**config.mk**
```make
export PLATFORM = sky130hd
export DESIGN_NAME = timer_output_compare_pwm
export DESIGN_NICKNAME = d
export VERILOG_FILES = /design/src/rtl/tocpwm_pkg.sv /design/src/rtl/chan_if.sv /design/src/rtl/chan_value_bank.sv /design/src/rtl/timer_output_compare_pwm.sv
export SDC_FILE = /design/constraint.sdc
export NUM_CORES = 1
export LEC_CHECK = 0
export BUFFER_PORTS_ARGS = -buffer_cell sky130_fd_sc_hd__buf_2
export CAP_MARGIN = 20
export CORE_MARGIN = 2
export CORE_UTILIZATION = 54
export CTS_CLUSTER_SIZE = 10
export DETAILED_ROUTE_END_ITERATION = 12
export MAX_ROUTING_LAYER = met4
export PLACE_DENSITY = 0.81
export SLEW_MARGIN = 0
export SYNTH_ARGS = -nofsm -noshare
export SYNTH_HDL_FRONTEND = slang
export SYNTH_SLANG_ARGS = --single-unit
```
**constraint.sdc**
```tcl
create_clock -name clk_sys -period 4.62 [get_ports clk_sys]
set_input_delay 0.462 -clock clk_sys [delete_from_list [all_inputs] [get_ports clk_sys]]
set_output_delay 0.462 -clock clk_sys [all_outputs]
set_load 0.03 [all_outputs]
```
**src/rtl/tocpwm_pkg.sv**
```systemverilog
// Constants shared by the output compare and PWM block
package tocpwm_pkg;
    localparam int CNT_W        = 16;
    localparam int NUM_CH       = 6;
    localparam int NUM_PAIRS    = 3;
    localparam logic [15:0] CNT_RESET  = 16'h0000;
    localparam logic [15:0] MOD_RESET  = 16'hFFFF;
    // Edge/level select field encodings (high bit, low bit)
    localparam logic [1:0] ELS_OFF    = 2'h0;
    localparam logic [1:0] ELS_TOGGLE = 2'h1;
    localparam logic [1:0] ELS_CLEAR  = 2'h2;
    localparam logic [1:0] ELS_SET    = 2'h3;
endpackage
```
**src/rtl/chan_if.sv**
```systemverilog
// Bundle of per-channel compare signals passed to the channel bank
`timescale 1ns/1ps
interface chan_if #(parameter int N = 6, parameter int W = 16);
    logic [N-1:0][W-1:0] wr_value;
    logic [N-1:0]        wr_en;
    logic [N-1:0][W-1:0] value;
    modport bank (input wr_value, input wr_en, output value);
    modport user (output wr_value, output wr_en, input value);
endinterface

```
**src/rtl/chan_value_bank.sv**
```systemverilog
// Channel compare value storage, one register per channel
`timescale 1ns/1ps
module chan_value_bank
    import tocpwm_pkg::*;
(
    input  wire logic clk_sys,
    input  wire logic rst_n,
    chan_if.bank      ch
);
    genvar i;
    generate
        for (i = 0; i < NUM_CH; i++) begin : g_val
            logic [CNT_W-1:0] value_reg;
            always_ff @(posedge clk_sys or negedge rst_n) begin
                if (!rst_n) begin
                    value_reg <= CNT_RESET;
                end else if (ch.wr_en[i]) begin
                    value_reg <= ch.wr_value[i];
                end
            end
            assign ch.value[i] = value_reg;
        end
    endgenerate
endmodule // chan_value_bank

```
**src/rtl/timer_output_compare_pwm.sv**
```systemverilog
// Output compare and PWM logic for six channels of a 16-bit modulo timer
`timescale 1ns/1ps
// Contract
// - Unbuffered channel compares directly against its written value, no holding stage.
// - Compare fires only on counter equal to channel value.
// - Value lowered below count before match gives no compare that period.
// - Channel compare request raised on counter match.
// - Overflow request raised when counter reaches modulo.
// - Value raised above count after compare fires again same period.
// - Pair-link bit on even channel joins it with next odd channel.
// - Even value controls first; last written register controls from next overflow.
// - While linked, even control bits govern; odd control bits ignored.
// - While linked, odd pin released for general-purpose use.
// - Writing the active pair register takes effect immediately.
// - Toggle-on-overflow toggles pin when counter reaches modulo.
// - With edge select high set, compare clears pin if edge select low is 0, sets if 1.
// - PWM period is modulo plus one prescaled clocks.
// - Duty equals compare value over period count.
// - Channel flag set per compare; request only when channel enable set.
// - Overflow flag set at modulo; request only when overflow enable set.
// - Pair-link bit has priority over single-channel mode bit.
// - Max duty with toggle-on-overflow gives 100%; without, 0%.
module timer_output_compare_pwm
    import tocpwm_pkg::*;
(
    input  wire logic                    clk_sys,
    input  wire logic                    reset_n,
    input  wire logic                    timer_tick,
    input  wire logic                    counter_run,
    input  wire logic                    counter_clear,
    input  wire logic [CNT_W-1:0]        modulo_value,
    input  wire logic                    overflow_irq_enable,
    input  wire logic                    overflow_flag_clear,
    input  wire logic [NUM_PAIRS-1:0]    pair_link,
    input  wire logic [NUM_CH-1:0]       single_mode,
    input  wire logic [NUM_CH-1:0]       edge_level_select_high,
    input  wire logic [NUM_CH-1:0]       edge_level_select_low,
    input  wire logic [NUM_CH-1:0]       toggle_on_overflow,
    input  wire logic [NUM_CH-1:0]       max_duty_force,
    input  wire logic [NUM_CH-1:0]       channel_irq_enable,
    input  wire logic [NUM_CH-1:0]       channel_flag_clear,
    input  wire logic [NUM_CH-1:0]       value_wr_en,
    input  wire logic [CNT_W-1:0]        value_wr_data,
    output logic [CNT_W-1:0]             counter_value,
    output logic [NUM_CH*CNT_W-1:0]      channel_compare_value,
    output logic                         overflow_flag,
    output logic                         overflow_irq,
    output logic [NUM_CH-1:0]            channel_event_flag,
    output logic [NUM_CH-1:0]            channel_irq,
    output logic [NUM_CH-1:0]            channel_pin_out,
    output logic [NUM_CH-1:0]            channel_pin_oe,
    output logic [NUM_PAIRS-1:0]         pair_odd_active
);
    initial begin
        if (NUM_CH != 2 * NUM_PAIRS) $error("Channel count must be twice the pair count");
        if (NUM_PAIRS < 1) $error("At least one channel pair is needed");
        if (CNT_W != 16) $error("Compare path is built for a 16-bit counter");
    end

    logic                   rst_meta_reg;
    logic                   rst_n_reg;
    logic [CNT_W-1:0]       count_reg;
    logic                   ovf_flag_reg;
    logic [NUM_CH-1:0]      ch_flag_reg;
    logic [NUM_CH-1:0]      pin_reg;
    logic [NUM_PAIRS-1:0]   odd_active_reg;
    logic [NUM_PAIRS-1:0]   odd_written_reg;

    // Reset release through two flip-flops
    always_ff @(posedge clk_sys or negedge reset_n) begin
        if (!reset_n) begin
            rst_meta_reg <= 1'b0;
            rst_n_reg    <= 1'b0;
        end else begin
            rst_meta_reg <= 1'b1;
            rst_n_reg    <= rst_meta_reg;
        end
    end

    // Compare value registers, one per channel
    chan_if #(.N(NUM_CH), .W(CNT_W)) ch ();

    chan_value_bank u_bank (
        .clk_sys (clk_sys),
        .rst_n   (rst_n_reg),
        .ch      (ch.bank)
    );

    // Write steering and flattened value outputs
    genvar i;
    generate
        for (i = 0; i < NUM_CH; i++) begin : g_wr
            assign ch.wr_value[i] = value_wr_data;
            assign ch.wr_en[i]    = value_wr_en[i];
            assign channel_compare_value[i*CNT_W +: CNT_W] = ch.value[i];
        end
    endgenerate

    // Counter and overflow
    wire tick_run  = timer_tick && counter_run;
    // A clear overrides the step, so no compare is taken from a cleared count
    wire cnt_step  = tick_run && !counter_clear;
    wire at_modulo = (count_reg == modulo_value);
    wire ovf_event = tick_run && at_modulo;
    wire [CNT_W-1:0] count_next = at_modulo ? CNT_RESET : count_reg + 16'h0001;

    always_ff @(posedge clk_sys or negedge rst_n_reg) begin
        if (!rst_n_reg) begin
            count_reg <= CNT_RESET;
        end else if (counter_clear) begin
            count_reg <= CNT_RESET;
        end else if (tick_run) begin
            count_reg <= count_next;
        end
    end

    // Sticky overflow flag, set wins over clear
    always_ff @(posedge clk_sys or negedge rst_n_reg) begin
        if (!rst_n_reg) begin
            ovf_flag_reg <= 1'b0;
        end else if (ovf_event) begin
            ovf_flag_reg <= 1'b1;
        end else if (overflow_flag_clear) begin
            ovf_flag_reg <= 1'b0;
        end
    end

    // Pair selection: active register follows the last write, switching at overflow
    generate
        for (i = 0; i < NUM_PAIRS; i++) begin : g_pair
            wire odd_wr  = value_wr_en[2*i+1];
            wire even_wr = value_wr_en[2*i];
            wire last_odd = odd_wr ? 1'b1 : (even_wr ? 1'b0 : odd_written_reg[i]);
            always_ff @(posedge clk_sys or negedge rst_n_reg) begin
                if (!rst_n_reg) begin
                    odd_written_reg[i] <= 1'b0;
                    odd_active_reg[i]  <= 1'b0;
                end else if (!pair_link[i]) begin
                    odd_written_reg[i] <= 1'b0;
                    odd_active_reg[i]  <= 1'b0;
                end else begin
                    odd_written_reg[i] <= last_odd;
                    if (ovf_event) begin
                        odd_active_reg[i] <= last_odd;
                    end
                end
            end
        end
    endgenerate

    // Per-channel compare and pin logic
    generate
        for (i = 0; i < NUM_CH; i++) begin : g_ch
            localparam int P = i / 2;
            localparam bit ODD = (i % 2) == 1;
            wire linked   = pair_link[P];
            wire odd_idle = ODD && linked;
            wire [CNT_W-1:0] cmp_val = (!ODD && linked && odd_active_reg[P]) ? ch.value[2*P+1] : ch.value[i];
            wire active_mode = linked || single_mode[i] || (ODD && single_mode[i]);
            wire out_mode = !odd_idle && (ODD ? single_mode[i] : active_mode);
            wire [1:0] els = {edge_level_select_high[i], edge_level_select_low[i]};
            // Match as the counter steps onto the value, so duty is value over period
            wire match = cnt_step && (count_next == cmp_val);
            wire cmp_event = out_mode && match;
            wire ovf_tog = out_mode && ovf_event && toggle_on_overflow[i];
            wire max_level = toggle_on_overflow[i] ? !edge_level_select_low[i] : edge_level_select_low[i];
            wire flag_drop = channel_flag_clear[i] || odd_idle;
            logic pin_next;

            // Max duty overrides compare; compare wins over the overflow toggle
            always_comb begin
                pin_next = pin_reg[i];
                if (max_duty_force[i]) begin
                    pin_next = max_level;
                end else if (cmp_event) begin
                    unique case (els)
                        ELS_TOGGLE: pin_next = !pin_reg[i];
                        ELS_CLEAR:  pin_next = 1'b0;
                        ELS_SET:    pin_next = 1'b1;
                        ELS_OFF:    pin_next = pin_reg[i];
                    endcase
                end else if (ovf_tog) begin
                    pin_next = !pin_reg[i];
                end
            end

            // Pin level register
            always_ff @(posedge clk_sys or negedge rst_n_reg) begin
                if (!rst_n_reg) begin
                    pin_reg[i] <= 1'b0;
                end else if (out_mode) begin
                    pin_reg[i] <= pin_next;
                end
            end

            // Sticky channel flag, set wins over clear
            always_ff @(posedge clk_sys or negedge rst_n_reg) begin
                if (!rst_n_reg) begin
                    ch_flag_reg[i] <= 1'b0;
                end else if (cmp_event) begin
                    ch_flag_reg[i] <= 1'b1;
                end else if (flag_drop) begin
                    ch_flag_reg[i] <= 1'b0;
                end
            end

            // Pin drive enable and channel request
            assign channel_pin_oe[i] = out_mode && (els != ELS_OFF);
            assign channel_irq[i]    = ch_flag_reg[i] && channel_irq_enable[i] && !odd_idle;
        end
    endgenerate

    // Top-level outputs
    assign counter_value      = count_reg;
    assign overflow_flag      = ovf_flag_reg;
    assign overflow_irq       = ovf_flag_reg && overflow_irq_enable;
    assign channel_event_flag = ch_flag_reg;
    assign channel_pin_out    = pin_reg;
    assign pair_odd_active    = odd_active_reg;
endmodule // timer_output_compare_pwm

```
==> results.txt <==
status -> complete, no violations
Final Max Slew Viols -> 0
vias per cell -> 6.40
root buffer cell -> clkbuf_16
final setup margin -> 429 ps
Worst Hold Class -> in2reg
clock slew at reported path FFs -> 60 ps
1st-iter DRT viols -> 1059
DRT antenna net count -> 0
CTS resizes -> 0
pin slew with the least headroom to its limit -> 905 ps
Setup Fix Bufs, Post-CTS -> 0
initial antenna violation count -> 0
CTS tree -> yes
average cell area after synthesis -> 9.56 sq um
n_diodes -> 0
crit end category -> flop
CORE AREA -> 16500 sq um
VDD IR-drop max -> 0.000250 V
net count after synthesis -> 1041
die area -> 17900 sq um
max reg flops -> 96
min Tclk post-route -> 4190 ps
area grow syn2layout -> 21.8%
Max Clock Skew -> 6.57 ps
GPL Wtd Cong -> 1.08
sequential cell area fraction in the yosys report -> 0.367
final setup TNS -> 0 ps
Pwr per Cell Area -> 318 nW/um^2
Synth Register Bits -> 133
hpwl dp -> 23.8 mm
Tot GR Track Use -> 0.365
Max clock buf depth -> 2
via count -> 8979
vias in the first global route -> 8371
# IOs -> 231
startpoint types -> flop
most common flop cell mapped by yosys -> dfrtp_1
WL per Instance -> 22.5 um
RSZ-0062 raised after global routing -> false
row count -> 47
Die X -> 134 um
Synth Cell Area -> 9080 sq um
Slew HR -> 0.395
H-tree levels -> 4
Hold Fails Final Rpt -> 0
Residual DRC -> 0
worst skew pair latency -> 430 ps
period utilization -> 0.907
Max-cap violations -> 0
Worst EP required -> 4930 ps
Yosys warning count -> 0
Overflow after GRT -> 0
Die Ht -> 134 um
Synth Instances -> 950
Lkg Pwr -> 5.22 nW
count of different cell masters after synthesis -> 83
commonest non-fill, non-tap cell in the layout -> buf_2
port buffer count -> 230
CP Data Arrival Time -> 4500 ps
f_max -> 239 MHz
largest net degree at the start of global routing -> 64
FF/Latch Area -> 3330 sq um
First-pass DRT Iterations -> 8
first-pass GRT wire length -> 48.5 mm
fin nets -> 1261
number of synthesized flops with an enable pin -> 0
count of final setup violators -> 0
Worst Path Class, Setup -> reg2reg
initial core utilization -> 0.549
share of post-route cells with drive strength above 1 -> 0.355
crit path max fanout -> 31
FILL cells -> 1347
Post-Route WL -> 31.5 mm
TritonCTS Sinks -> 133
footprint of the multi-input gates -> 5430 sq um
most frequent cells in the layout -> buf_2, dfrtp_1, mux2_2
Post-synth ARST share -> 1.00
pre-CTS setup slack -> 528 ps
TritonCTS buffer count -> 17
[worst paths after layout]
| path | start | depth (start not counted) | slack, ps | endpoint |
|---|---|---|---|---|
| worst max register to register | counter_value[5]$_DFFE_PN0P_ | 10 | 430 | channel_pin_out[3]$_DFFE_PN0P_ |
| min in group asynchronous | reset_n | 2 | 370 | rst_n_reg$_DFF_PN0_ |
| worst min-delay path | overflow_flag_clear | 2 | 210 | overflow_flag$_DFFE_PN0P_ |
| max in group asynchronous | rst_n_reg$_DFF_PN0_ | 1 | 2990 | counter_value[8]$_DFFE_PN0P_ |
| worst max-delay path | counter_value[5]$_DFFE_PN0P_ | 10 | 430 | channel_pin_out[3]$_DFFE_PN0P_ |
| worst min register to register | rst_meta_reg$_DFF_PN0_ | 0 | 360 | rst_n_reg$_DFF_PN0_ |
[metal layers]
metal / track usage / part of all wire / routed length, um
met2: 0.543 / 0.45 / 14300
met5: - / 0 / 0
met3: 0.0498 / 0.081 / 2570
met1: 0.517 / 0.44 / 13700
met4: 0.124 / 0.029 / 915
[cells by family (layout without fill, tap and decap cells)]
group,Yosys count,after routing,synth area share
DFF,133,133,0.367
buffers and inverters,78,311,0.0357
xor gates and xnor gates,70,70,0.0722
and+or+nand+nor,300,300,0.183
other,1,1,0.000413
AOI/OAI and AO/OA,217,217,0.161
adders and majority gates,1,1,0.00138
muxes,150,150,0.179
[worst max-delay path, cell delays in order, from the launching register on]
cell       delay (ps)
dfrtp_1           680
xor2_1            170
nor4_1            370
and4_2            770
o21ai_0           190
a221oi_1          340
o2111ai_1         240
or4_4             640
mux2i_1           140
o21ai_1           140
mux2_1            330
[per-stage QoR]
stage | util | std cells | instance area [sq um] | power (W) | hold slack (ps)
2_1_floorplan | - | 950 | 9080 | 0.00192 | 166
3_3_place_gp | 0.634 | 1370 | 10500 | 0.00220 | 249
3_5_place_dp | 0.634 | 1370 | 10500 | 0.00221 | 249
4_1_cts | 0.669 | 1403 | 11100 | 0.00351 | 202
5_1_grt | 0.669 | 1403 | 11100 | 0.00364 | 201
6_report | 0.669 | 1403 | 11100 | 0.00351 | 209
[synthesized netlist by cell type, drive strengths merged (11+ instances only)]
cell type / instances / area, sq um
nor4: 19 / 168
inv: 17 / 63.8
xor2: 30 / 270
o21ai: 49 / 245
xnor2: 38 / 340
nor3: 31 / 160
nor2: 61 / 231
dfrtp: 133 / 3330
nand2: 68 / 258
nand3: 25 / 130
clkbuf: 36 / 136
buf: 25 / 124
mux2i: 48 / 480
nand4: 11 / 96.3
mux2: 102 / 1150
a21oi: 46 / 230
[where the power goes]
part | internal (W) | leakage, nW | switching [W] | total (W)
clock network | 0.000761 | 0.275 | 0.000550 | 0.00131
logic | 0.000299 | 3.33 | 0.000491 | 0.000790
registers | 0.00127 | 1.62 | 0.000149 | 0.00141
total | 0.00232 | 5.22 | 0.00119 | 0.00351
[layout make-up]
type | instances | area share
Inverter | 17 | 0.00577
Timing Repair Buffer | 262 | 0.126
Clock buffer | 19 | 0.0401
Clock inverter | 13 | 0.0110
Tap cell | 220 | 0.0249
Sequential cell | 133 | 0.301
Multi-Input combinational cell | 739 | 0.491
[timing repair]
action                     in CTS  in global routing
setup endpoints to repair       0                  0
hold buffers                    1                  0
hold endpoints to repair        2                  0
No activity file was read; power rests on OpenSTA's default activity.
